<file path="config.mk">
export PLATFORM = sky130hd
export DESIGN_NAME = ibr_bitrate
export DESIGN_NICKNAME = d
export VERILOG_FILES = /design/src/hdl/ibr_pkg.sv /design/src/hdl/ibr_bitrate.sv
export SDC_FILE = /design/constraint.sdc
export NUM_CORES = 1
export LEC_CHECK = 0
export BUFFER_PORTS_ARGS = -buffer_cell sky130_fd_sc_hd__buf_2
export CORE_ASPECT_RATIO = 0.7
export CORE_MARGIN = 2
export CORE_UTILIZATION = 35
export CTS_CLUSTER_SIZE = 28
export DETAILED_ROUTE_END_ITERATION = 16
export PLACE_DENSITY = 0.63
export SYNTH_ARGS = -nofsm -noshare
export SYNTH_HDL_FRONTEND = slang
export SYNTH_SLANG_ARGS = --single-unit
</file>
<file path="constraint.sdc">
create_clock -name clk_i -period 14.7 [get_ports clk_i]
set_input_delay 2.94 -clock clk_i [delete_from_list [all_inputs] [get_ports clk_i]]
set_output_delay 2.94 -clock clk_i [all_outputs]
set_load 0.05 [all_outputs]
</file>
<file path="src/hdl/ibr_pkg.sv">
// Package: register map, decode tables and carrier types of the bit-rate block
package ibr_pkg;

    localparam int          DW          = 8;
    localparam int          CW          = 16;
    localparam int          IDX_W       = 6;
    localparam int          IDX_LSB     = 2;

    // Register indices; byte address is four times the index
    localparam logic [IDX_W-1:0] IDX_OWN_ADDR  = 6'h00;
    localparam logic [IDX_W-1:0] IDX_RATE_DIV  = 6'h01;
    localparam logic [IDX_W-1:0] IDX_BUS_CTRL  = 6'h02;
    localparam logic [IDX_W-1:0] IDX_BUS_STAT  = 6'h03;
    localparam logic [IDX_W-1:0] IDX_BUS_DATA  = 6'h04;
    localparam logic [IDX_W-1:0] IDX_GEN_CTRL  = 6'h05;
    localparam logic [IDX_W-1:0] IDX_SCL_DIV   = 6'h06;
    localparam logic [IDX_W-1:0] IDX_SDA_HOLD  = 6'h07;
    localparam logic [IDX_W-1:0] IDX_SS_HOLD   = 6'h08;

    localparam logic [DW-1:0] OWN_ADDR_RST  = 8'h00;
    localparam logic [DW-1:0] RATE_DIV_RST  = 8'h00;
    localparam logic [DW-1:0] BYTE_RST      = 8'h00;
    localparam logic [DW-1:0] OWN_ADDR_MASK = 8'hFE;
    localparam logic [DW-1:0] GEN_CTRL_MASK = 8'h03;

    // Generator control fields
    localparam int GEN_EN_BIT      = 0;
    localparam int WAIT_GATE_BIT   = 1;

    // Rate code fields
    localparam int MUL_LSB = 6;
    localparam int PRE_LSB = 3;
    localparam int TAP_LSB = 0;

    localparam logic [CW-1:0] MIN_SCL_DIV = 16'h0014;
    localparam logic [CW-1:0] SCL_DIV_PAD = 16'h0002;
    localparam logic [CW-1:0] SDA_PAD     = 16'h0003;

    localparam logic [1:0]  HTRANS_NONSEQ = 2'h2;
    localparam logic [1:0]  HTRANS_SEQ    = 2'h3;
    localparam logic [1:0]  HRESP_OKAY    = 2'h0;

    typedef logic [7:0] ibr_lut8_t [8];

    localparam ibr_lut8_t SCL_TAP_LUT   = '{8'h05, 8'h06, 8'h07, 8'h08,
                                            8'h09, 8'h0A, 8'h0C, 8'h0F};
    localparam ibr_lut8_t SDA_TAP_LUT   = '{8'h01, 8'h01, 8'h02, 8'h02,
                                            8'h03, 8'h03, 8'h04, 8'h04};
    localparam ibr_lut8_t START_OFS_LUT = '{8'h02, 8'h02, 8'h02, 8'h06,
                                            8'h0E, 8'h1E, 8'h3E, 8'h7E};
    localparam ibr_lut8_t STOP_OFS_LUT  = '{8'h07, 8'h07, 8'h09, 8'h09,
                                            8'h11, 8'h21, 8'h41, 8'h81};
    localparam ibr_lut8_t FIRST_TAP_LUT = '{8'h04, 8'h04, 8'h06, 8'h06,
                                            8'h0E, 8'h1E, 8'h3E, 8'h7E};

    typedef struct packed {
        logic [CW-1:0] scl_div;
        logic [CW-1:0] sda_hold;
        logic [CW-1:0] start_hold;
        logic [CW-1:0] stop_hold;
    } ibr_timing_t;

    typedef enum logic [1:0] {
        GEN_IDLE,
        GEN_LOW,
        GEN_HIGH
    } ibr_gen_state_t;

endpackage : ibr_pkg

</file>
<file path="src/hdl/ibr_bitrate.sv">
// Bit-rate generator, own-address match and register bank behind an AHB-Lite slave
//
// The AHB-Lite slave port was decided locally.
`timescale 1ns/1ps

// Functional notes
// - Fastest bit rate is bus clock over twenty
// - Same behaviour in normal, special, emulation modes
// - Wait mode optionally gates bit clock, halting transfer
// - Stop mode inactive; registers keep their values
// - Five registers at consecutive offsets, always accessible; this block maps nine: adds generator control and three timing readouts
// - Own address in bits 7-1, resets zero
// - Own address used only for matching
// - Own address bit 0 always reads zero
// - Default slave, responds on address match
// - Rate code: multiplier, prescaler, tap fields
// - Tap code gives clock and data tap
// - Data tap sets SDA hold after SCL fall
// - Prescaler code gives offsets and spacing
// - First tap offset, then spacing two-power-code
// - Multiplier codes give factors 1, 2, 4
// - SCL period from multiplier, offset, tap, spacing
// - SDA hold lasts hold count bus clocks
// - SDA hold count formula with plus three
// - Start and stop SCL hold counts
module ibr_bitrate
    import ibr_pkg::*;
(
    input  wire logic              clk_i,          // Bus clock, 10 MHz
    input  wire logic              rstn_i,         // Asynchronous reset, active low
    input  wire logic              hsel_i,         // AHB slave select
    input  wire logic [31:0]       haddr_i,        // AHB address
    input  wire logic [1:0]        htrans_i,       // AHB transfer type
    input  wire logic              hwrite_i,       // AHB write
    input  wire logic [2:0]        hsize_i,        // AHB size
    input  wire logic [31:0]       hwdata_i,       // AHB write data
    input  wire logic              hready_i,       // AHB bus ready
    output logic [31:0]            hrdata_o,       // AHB read data
    output logic                   hreadyout_o,    // AHB slave ready
    output logic [1:0]             hresp_o,        // AHB response
    input  wire logic              wait_mode_i,    // CPU in wait mode
    input  wire logic              stop_mode_i,    // CPU in stop mode
    input  wire logic              tx_bit_i,       // Next bit to put on SDA
    input  wire logic [6:0]        rx_addr_i,      // Received calling address
    input  wire logic              rx_addr_vld_i,  // Received address valid pulse
    output logic                   addr_match_o,   // Calling address hit, one pulse
    output logic                   sda_shift_o,    // SDA hold point reached, one pulse
    output ibr_timing_t            timing_o,       // Decoded timing counts
    input  wire logic              scl_i,          // SCL pin level
    output logic                   scl_o,          // SCL output level, always low
    output logic                   scl_oe_o,       // SCL pull-down enable
    input  wire logic              sda_i,          // SDA pin level
    output logic                   sda_o,          // SDA output level, always low
    output logic                   sda_oe_o        // SDA pull-down enable
);

    // Multiplier factor; reserved code treated as the largest factor
    function automatic logic [CW-1:0] mul_factor(input logic [1:0] code);
        logic [CW-1:0] f;
        f = CW'(1) << code;
        if (code == 2'h3) begin
            f = CW'(4);
        end
        return f;
    endfunction : mul_factor

    // Offset plus (tap - 1) spacings; spacing is two to the prescaler code
    function automatic logic [CW-1:0] tap_count(input logic [7:0] ofs,
                                                input logic [7:0] tap,
                                                input logic [2:0] pre);
        return CW'(ofs) + ((CW'(tap) - CW'(1)) << pre);
    endfunction : tap_count

    logic [DW-1:0]         own_addr_q;
    logic [DW-1:0]         rate_div_q;
    logic [DW-1:0]         bus_ctrl_q;
    logic [DW-1:0]         bus_stat_q;
    logic [DW-1:0]         bus_data_q;
    logic [DW-1:0]         gen_ctrl_q;
    ibr_timing_t           timing_q;
    logic                  wr_pend_q;
    logic [IDX_W-1:0]      wr_idx_q;
    logic [31:0]           hrdata_q;
    logic                  hready_q;
    ibr_gen_state_t        state_q;
    logic [CW-1:0]         cnt_q;
    logic [CW-1:0]         hold_cnt_q;
    logic                  hold_run_q;
    logic                  scl_oe_q;
    logic                  sda_oe_q;
    logic                  sda_shift_q;
    logic                  match_q;

    // Rate code decode
    wire logic [1:0]       mul_code  = rate_div_q[MUL_LSB +: 2];
    wire logic [2:0]       pre_code  = rate_div_q[PRE_LSB +: 3];
    wire logic [2:0]       tap_code  = rate_div_q[TAP_LSB +: 3];
    wire logic [CW-1:0]    mul       = mul_factor(mul_code);
    wire logic [7:0]       scl_tap   = SCL_TAP_LUT[tap_code];
    wire logic [7:0]       sda_tap   = SDA_TAP_LUT[tap_code];
    wire logic [7:0]       first_ofs = FIRST_TAP_LUT[pre_code];
    wire logic [7:0]       start_ofs = START_OFS_LUT[pre_code];
    wire logic [7:0]       stop_ofs  = STOP_OFS_LUT[pre_code];
    wire logic [CW-1:0]    scl_sum   = tap_count(first_ofs, scl_tap, pre_code);
    wire logic [CW-1:0]    sda_sum   = tap_count(first_ofs, sda_tap, pre_code);
    wire logic [CW-1:0]    div_raw   = CW'(mul * ((scl_sum + SCL_DIV_PAD) << 1));
    wire logic [CW-1:0]    div_lim   = (div_raw < MIN_SCL_DIV) ? MIN_SCL_DIV : div_raw;
    wire logic [CW-1:0]    sda_cnt   = CW'(mul * (sda_sum + SDA_PAD));
    wire logic [CW-1:0]    start_cnt = CW'(mul * tap_count(start_ofs, scl_tap, pre_code));
    wire logic [CW-1:0]    stop_cnt  = CW'(mul * tap_count(stop_ofs, scl_tap, pre_code));
    wire ibr_timing_t      timing_d  = '{scl_div: div_lim, sda_hold: sda_cnt,
                                         start_hold: start_cnt, stop_hold: stop_cnt};

    // AHB decode
    wire logic             addr_ph   = hsel_i && hready_i &&
                                       (htrans_i == HTRANS_NONSEQ || htrans_i == HTRANS_SEQ);
    wire logic [IDX_W-1:0] idx       = haddr_i[IDX_LSB +: IDX_W];
    wire logic             wr_now    = wr_pend_q;
    wire logic [DW-1:0]    wbyte     = hwdata_i[DW-1:0];
    wire logic             wr_own    = wr_now && wr_idx_q == IDX_OWN_ADDR;
    wire logic             wr_rate   = wr_now && wr_idx_q == IDX_RATE_DIV;
    wire logic             wr_ctrl   = wr_now && wr_idx_q == IDX_BUS_CTRL;
    wire logic             wr_stat   = wr_now && wr_idx_q == IDX_BUS_STAT;
    wire logic             wr_data   = wr_now && wr_idx_q == IDX_BUS_DATA;
    wire logic             wr_gen    = wr_now && wr_idx_q == IDX_GEN_CTRL;

    // Read value, with a write still in its data phase forwarded
    wire logic [DW-1:0]    own_rd    = (wr_own ? wbyte : own_addr_q) & OWN_ADDR_MASK;
    wire logic [DW-1:0]    rate_rd   = wr_rate ? wbyte : rate_div_q;
    wire logic [DW-1:0]    ctrl_rd   = wr_ctrl ? wbyte : bus_ctrl_q;
    wire logic [DW-1:0]    stat_rd   = wr_stat ? wbyte : bus_stat_q;
    wire logic [DW-1:0]    data_rd   = wr_data ? wbyte : bus_data_q;
    wire logic [DW-1:0]    gen_rd    = (wr_gen ? wbyte : gen_ctrl_q) & GEN_CTRL_MASK;
    logic [31:0]           rd_val;

    always_comb begin
        unique case (idx)
            IDX_OWN_ADDR: rd_val = {24'h000000, own_rd};
            IDX_RATE_DIV: rd_val = {24'h000000, rate_rd};
            IDX_BUS_CTRL: rd_val = {24'h000000, ctrl_rd};
            IDX_BUS_STAT: rd_val = {24'h000000, stat_rd};
            IDX_BUS_DATA: rd_val = {24'h000000, data_rd};
            IDX_GEN_CTRL: rd_val = {24'h000000, gen_rd};
            IDX_SCL_DIV:  rd_val = {16'h0000, timing_q.scl_div};
            IDX_SDA_HOLD: rd_val = {16'h0000, timing_q.sda_hold};
            IDX_SS_HOLD:  rd_val = {timing_q.stop_hold, timing_q.start_hold};
            default:      rd_val = 32'h00000000;
        endcase
    end

    // Registers take writes in stop mode too and never reset on mode entry
    always_ff @(posedge clk_i or negedge rstn_i) begin
        if (!rstn_i) begin
            wr_pend_q <= 1'b0;
            wr_idx_q  <= '0;
            hrdata_q  <= 32'h00000000;
            hready_q  <= 1'b1;
        end else begin
            wr_pend_q <= addr_ph && hwrite_i;
            wr_idx_q  <= idx;
            hready_q  <= 1'b1;
            if (addr_ph && !hwrite_i) begin
                hrdata_q <= rd_val;
            end
        end
    end

    always_ff @(posedge clk_i or negedge rstn_i) begin
        if (!rstn_i) begin
            own_addr_q <= OWN_ADDR_RST;
            rate_div_q <= RATE_DIV_RST;
            bus_ctrl_q <= BYTE_RST;
            bus_stat_q <= BYTE_RST;
            bus_data_q <= BYTE_RST;
            gen_ctrl_q <= BYTE_RST;
        end else begin
            if (wr_own) begin
                own_addr_q <= wbyte & OWN_ADDR_MASK;
            end
            if (wr_rate) begin
                rate_div_q <= wbyte;
            end
            if (wr_ctrl) begin
                bus_ctrl_q <= wbyte;
            end
            if (wr_stat) begin
                bus_stat_q <= wbyte;
            end
            if (wr_data) begin
                bus_data_q <= wbyte;
            end
            if (wr_gen) begin
                gen_ctrl_q <= wbyte & GEN_CTRL_MASK;
            end
        end
    end

    always_ff @(posedge clk_i or negedge rstn_i) begin
        if (!rstn_i) begin
            timing_q <= '0;
        end else begin
            timing_q <= timing_d;
        end
    end

    // Slave match is only compared against the received address
    wire logic             addr_hit  = rx_addr_vld_i &&
                                       rx_addr_i == own_addr_q[DW-1:1];

    always_ff @(posedge clk_i or negedge rstn_i) begin
        if (!rstn_i) begin
            match_q <= 1'b0;
        end else begin
            match_q <= addr_hit && !stop_mode_i;
        end
    end

    // Generator runs only when enabled and not halted by a low-power mode
    wire logic             wait_halt = wait_mode_i && gen_ctrl_q[WAIT_GATE_BIT];
    wire logic             halt      = stop_mode_i || wait_halt;
    wire logic             gen_run   = gen_ctrl_q[GEN_EN_BIT] && !halt;
    wire logic [CW-1:0]    half_div  = timing_q.scl_div >> 1;
    wire logic             half_done = cnt_q >= half_div - CW'(1);
    wire logic             hold_done = hold_cnt_q >= timing_q.sda_hold;

    ibr_gen_state_t        state_d;
    logic [CW-1:0]         cnt_d;

    // Next phase of SCL; a halt drops back to idle at once
    always_comb begin
        state_d = state_q;
        cnt_d   = cnt_q;
        if (!gen_run) begin
            state_d = GEN_IDLE;
            cnt_d   = '0;
        end else begin
            unique case (state_q)
                GEN_IDLE: begin
                    state_d = GEN_LOW;
                    cnt_d   = '0;
                end
                GEN_LOW: begin
                    if (half_done) begin
                        state_d = GEN_HIGH;
                        cnt_d   = '0;
                    end else begin
                        cnt_d = cnt_q + CW'(1);
                    end
                end
                GEN_HIGH: begin
                    if (half_done) begin
                        state_d = GEN_LOW;
                        cnt_d   = '0;
                    end else if (scl_i) begin
                        cnt_d = cnt_q + CW'(1);
                    end
                end
            endcase
        end
    end

    always_ff @(posedge clk_i or negedge rstn_i) begin
        if (!rstn_i) begin
            state_q <= GEN_IDLE;
            cnt_q   <= '0;
        end else begin
            state_q <= state_d;
            cnt_q   <= cnt_d;
        end
    end

    // SDA hold timer restarts at each SCL falling edge the block makes
    wire logic             scl_fall  = gen_run && state_q != GEN_LOW &&
                                       (state_q == GEN_IDLE || half_done);

    logic                  hold_run_d;
    logic [CW-1:0]         hold_cnt_d;
    logic                  sda_shift_d;
    logic                  sda_oe_d;

    // SDA moves when the hold count has run out after the fall
    always_comb begin
        hold_run_d  = hold_run_q;
        hold_cnt_d  = hold_cnt_q;
        sda_shift_d = 1'b0;
        sda_oe_d    = sda_oe_q;
        if (!gen_run) begin
            hold_run_d = 1'b0;
            hold_cnt_d = '0;
            sda_oe_d   = 1'b0;
        end else if (scl_fall) begin
            hold_run_d = 1'b1;
            hold_cnt_d = CW'(1);
        end else if (hold_run_q) begin
            if (hold_done) begin
                hold_run_d  = 1'b0;
                sda_shift_d = 1'b1;
                sda_oe_d    = !tx_bit_i;
            end else begin
                hold_cnt_d = hold_cnt_q + CW'(1);
            end
        end
    end

    always_ff @(posedge clk_i or negedge rstn_i) begin
        if (!rstn_i) begin
            hold_run_q  <= 1'b0;
            hold_cnt_q  <= '0;
            sda_shift_q <= 1'b0;
            sda_oe_q    <= 1'b0;
        end else begin
            hold_run_q  <= hold_run_d;
            hold_cnt_q  <= hold_cnt_d;
            sda_shift_q <= sda_shift_d;
            sda_oe_q    <= sda_oe_d;
        end
    end

    always_ff @(posedge clk_i or negedge rstn_i) begin
        if (!rstn_i) begin
            scl_oe_q <= 1'b0;
        end else begin
            scl_oe_q <= gen_run && (scl_fall || (state_q == GEN_LOW && !half_done));
        end
    end

    assign hrdata_o     = hrdata_q;
    assign hreadyout_o  = hready_q;
    assign hresp_o      = HRESP_OKAY;
    assign addr_match_o = match_q;
    assign sda_shift_o  = sda_shift_q;
    assign timing_o     = timing_q;
    assign scl_o        = 1'b0;
    assign sda_o        = 1'b0;
    assign scl_oe_o     = scl_oe_q;
    assign sda_oe_o     = sda_oe_q;

endmodule : ibr_bitrate

</file>
==> reports/results.txt <==
Status: finished, final reports clean
Antenna violations before repair: 0
Sum Neg Setup Slack: 0 ns
WHS: 0.474 ns
Post-synth top flop: dfrtp_1
Vias per cell: 5.12
Detailed route wirelength on metal3: 2.40 mm
Worst path max stage delay: 0.77 ns
Multi-input gate area: 11,800 um^2
Detailed Route Iter0 Violations: 973
Hold Crit Class: reg -> reg
Req. time, crit path: 15.07 ns
Clk slew on worst S/H paths: 0.09 ns
Vias in the first global route: 13,200
First-pass GRT wire length: 69.3 mm
Layout area overhead: 11.7%
GP Congestion: 0.880
Seq cells post-synth: 182
GRT Util Overall: 0.172
TritonCTS buffer count: 17
Max frequency: 111 MHz
VDD IR max: 0.0679 mV
CP Data Arrival Time: 9.41 ns
Sequential fraction of the synthesis area: 0.265
Congestion Overflow GR: 0
Detailed placement HPWL: 34.0 mm
Total Power: 1.60 mW
Post-Route M1 WL: 21.5 mm
CP Class: reg -> reg
Worst-Margin Slew: 1.24 ns
Crit-path max FO: 11
Period utilization: 0.615
Clk sink count: 182
Clk_skew: 0.0222 ns
Number of flops mapped to enable cells by yosys: 0
Die height: 189 um
DIE AREA: 50,900 um^2
DRC viols: 0
Cell area power density: 83.5 nW/um^2
Worst path slowest cell: a311oi_1
Critical Path Sink Type: flop
CTS tree: built
Clock latency on the worst-skew pair: 0.48 ns
FP Rows: 67
Post-route ant nets: 0
Bufs on Longest Clock Path: 2
Ys async rst share: 1.00
Die X-Extent: 269 um
Cell count after synthesis: 1,821
Routed via count: 13,300
Slew Limit Headroom: 0.174
Final core utilization: 0.398
Number of setup violations in the final report: 0
Met2 wire length: 18.5 mm
Max Slew Vio Count: 0
Largest net degree at the start of global routing: 108
Hold buffers post-CTS: 0
Storage element area: 4550 um^2
Leakage dissipation: 10.1 nW
Root buf cell: clkbuf_16
Max_cap viols: 0
Htree depth: 4
Final WL: 43.1 mm
Proportion of layout cells with a drive suffix above 1: 0.125
Syn_area_per_cell: 9.44 um^2
Routed length per instance: 16.6 um
CP Launch Type: flop
Synthesized area: 17,200 um^2
Final hold violations: 0
Clock period minus worst slack: 9.04 ns
Synth unique cells: 84
Number of buffer and inverter stages on the critical path: 5
# fillers: 4,719
Fin nets: 2,407
Max Used Layer: met4
RSZ-0062 raised after global routing: false
Yosys warnings: 0
CTS resizes: 0
Core area: 48,200 um^2
I/O Pins: 192
DRT Pass-1 Iters: 6
Critical path's top delay family: adder cells
I/O Buffers: 130
Post-CTS Setup Bufs: 0
Critical path's most frequent cell: ha_1
Initial core utilization: 0.356
## synthesized netlist by cell type, types with 5 or more instances
| cell | number | area, um^2 |
|---|---|---|
| a21oi_1 | 61 | 305 |
| o31ai_1 | 5 | 37.5 |
| and2_1 | 55 | 344 |
| nor2_1 | 189 | 709 |
| or2_2 | 14 | 87.6 |
| a222oi_1 | 16 | 160 |
| clkbuf_1 | 56 | 210 |
| dfrtp_1 | 182 | 4550 |
| nand2b_1 | 29 | 181 |
| o211ai_1 | 9 | 67.6 |
| fa_1 | 45 | 901 |
| or3_1 | 7 | 43.8 |
| o21bai_1 | 13 | 97.6 |
| a22o_1 | 16 | 140 |
| nor2b_1 | 32 | 200 |
| and3_1 | 21 | 131 |
| o21ai_0 | 66 | 330 |
| nand4_1 | 16 | 100 |
| nand2_1 | 89 | 334 |
| buf_4 | 7 | 52.6 |
| ha_1 | 342 | 4280 |
| o41ai_1 | 6 | 52.6 |
| a31oi_1 | 6 | 37.5 |
| nand3_1 | 27 | 135 |
| o21a_1 | 17 | 128 |
| nor4_1 | 8 | 50.1 |
| inv_1 | 154 | 578 |
| a311oi_1 | 8 | 70.1 |
| o31a_1 | 5 | 43.8 |
| mux2_2 | 37 | 417 |
| nor3_1 | 22 | 110 |
| a22oi_1 | 6 | 45.0 |
| a21o_1 | 22 | 165 |
| xor2_1 | 38 | 333 |
| xnor2_1 | 104 | 911 |
## area by class of cell
cell class              count  share of cell area
diodes                      1            0.000130
repair buffers            144              0.0398
flip-flops and latches    182               0.237
clock inverters            15              0.0115
well taps                 655              0.0427
inverters                 155              0.0303
clock buffers              17              0.0222
multi-input cells        1433               0.616
## cells in the final DEF, fill, tap and decap left out, types with 19 or more instances in the layout
cell type / Yosys / routed
xnor2_1: 104 / 104
fa_1: 45 / 45
buf_2: 4 / 129
inv_1: 154 / 154
xor2_1: 38 / 38
a21oi_1: 61 / 61
a21o_1: 22 / 22
nor2b_1: 32 / 31
nand2b_1: 29 / 29
o21ai_0: 66 / 66
and3_1: 21 / 21
mux2_2: 37 / 37
nor2_1: 189 / 188
and2_1: 55 / 55
dfrtp_1: 182 / 182
nand2_1: 89 / 89
nand3_1: 27 / 27
ha_1: 342 / 342
conb_1: 2 / 19
nor3_1: 22 / 22
## registers in the layout, summed over array words and instances (netlist names), 2 cells and up
name / count
gen_ctrl_q: 2
timing_o: 63
hold_cnt_q: 16
bus_ctrl_q: 8
own_addr_q: 7
bus_stat_q: 8
state_q: 2
hrdata_o: 32
wr_idx_q: 6
bus_data_q: 8
cnt_q: 16
rate_div_q: 8
## cells by family after synthesis
kind of cell    share of synthesized area
buf+inv                            0.0505
other cells                      0.000437
fa+ha+maj                           0.301
xor+xnor                           0.0750
compound gates                      0.122
mux                                0.0274
simple gates                        0.158
flops                               0.265
## tightest hold or removal path: cells and delay by family, from the launching register on
kind	cells	cell delay, ns
and+or+nand+nor	2	0.10
DFF	1	0.35
## worst paths after layout
kind,cells past startpoint,startpoint,slack (ns),endpoint
worst max-delay path,31,rate_div_q[0],5.66,timing_o[51]
max in group asynchronous,2,rstn_i,10.54,cnt_q[5]
min in group asynchronous,1,rstn_i,2.52,bus_stat_q[6]
worst max register to register,31,rate_div_q[0],5.66,timing_o[51]
worst min register to register,2,hrdata_o[1],0.47,hrdata_o[1]
worst min-delay path,2,hrdata_o[1],0.47,hrdata_o[1]
## report_power, final
part           switching (mW)  total (mW)  internal (mW)
clock                   0.245       0.496          0.251
sequential             0.0472       0.584          0.537
combinational           0.346       0.523          0.178
## layer usage
metal  global-route usage  vias up
met1                0.255     6467
met5                    0        -
met4               0.0440        0
met2                0.255      288
li1                     -     6532
met3               0.0336       42
## stage by stage
stage	area (um^2)	instances	setup slack, ns
global route	19200	2601	5.13
global placement	18600	2569	6.00
finish	19200	2602	5.66
detailed placement	18600	2569	5.84
floorplan	17200	1838	7.04
CTS	19200	2601	5.80
No activity file was read; power rests on OpenSTA's default activity.
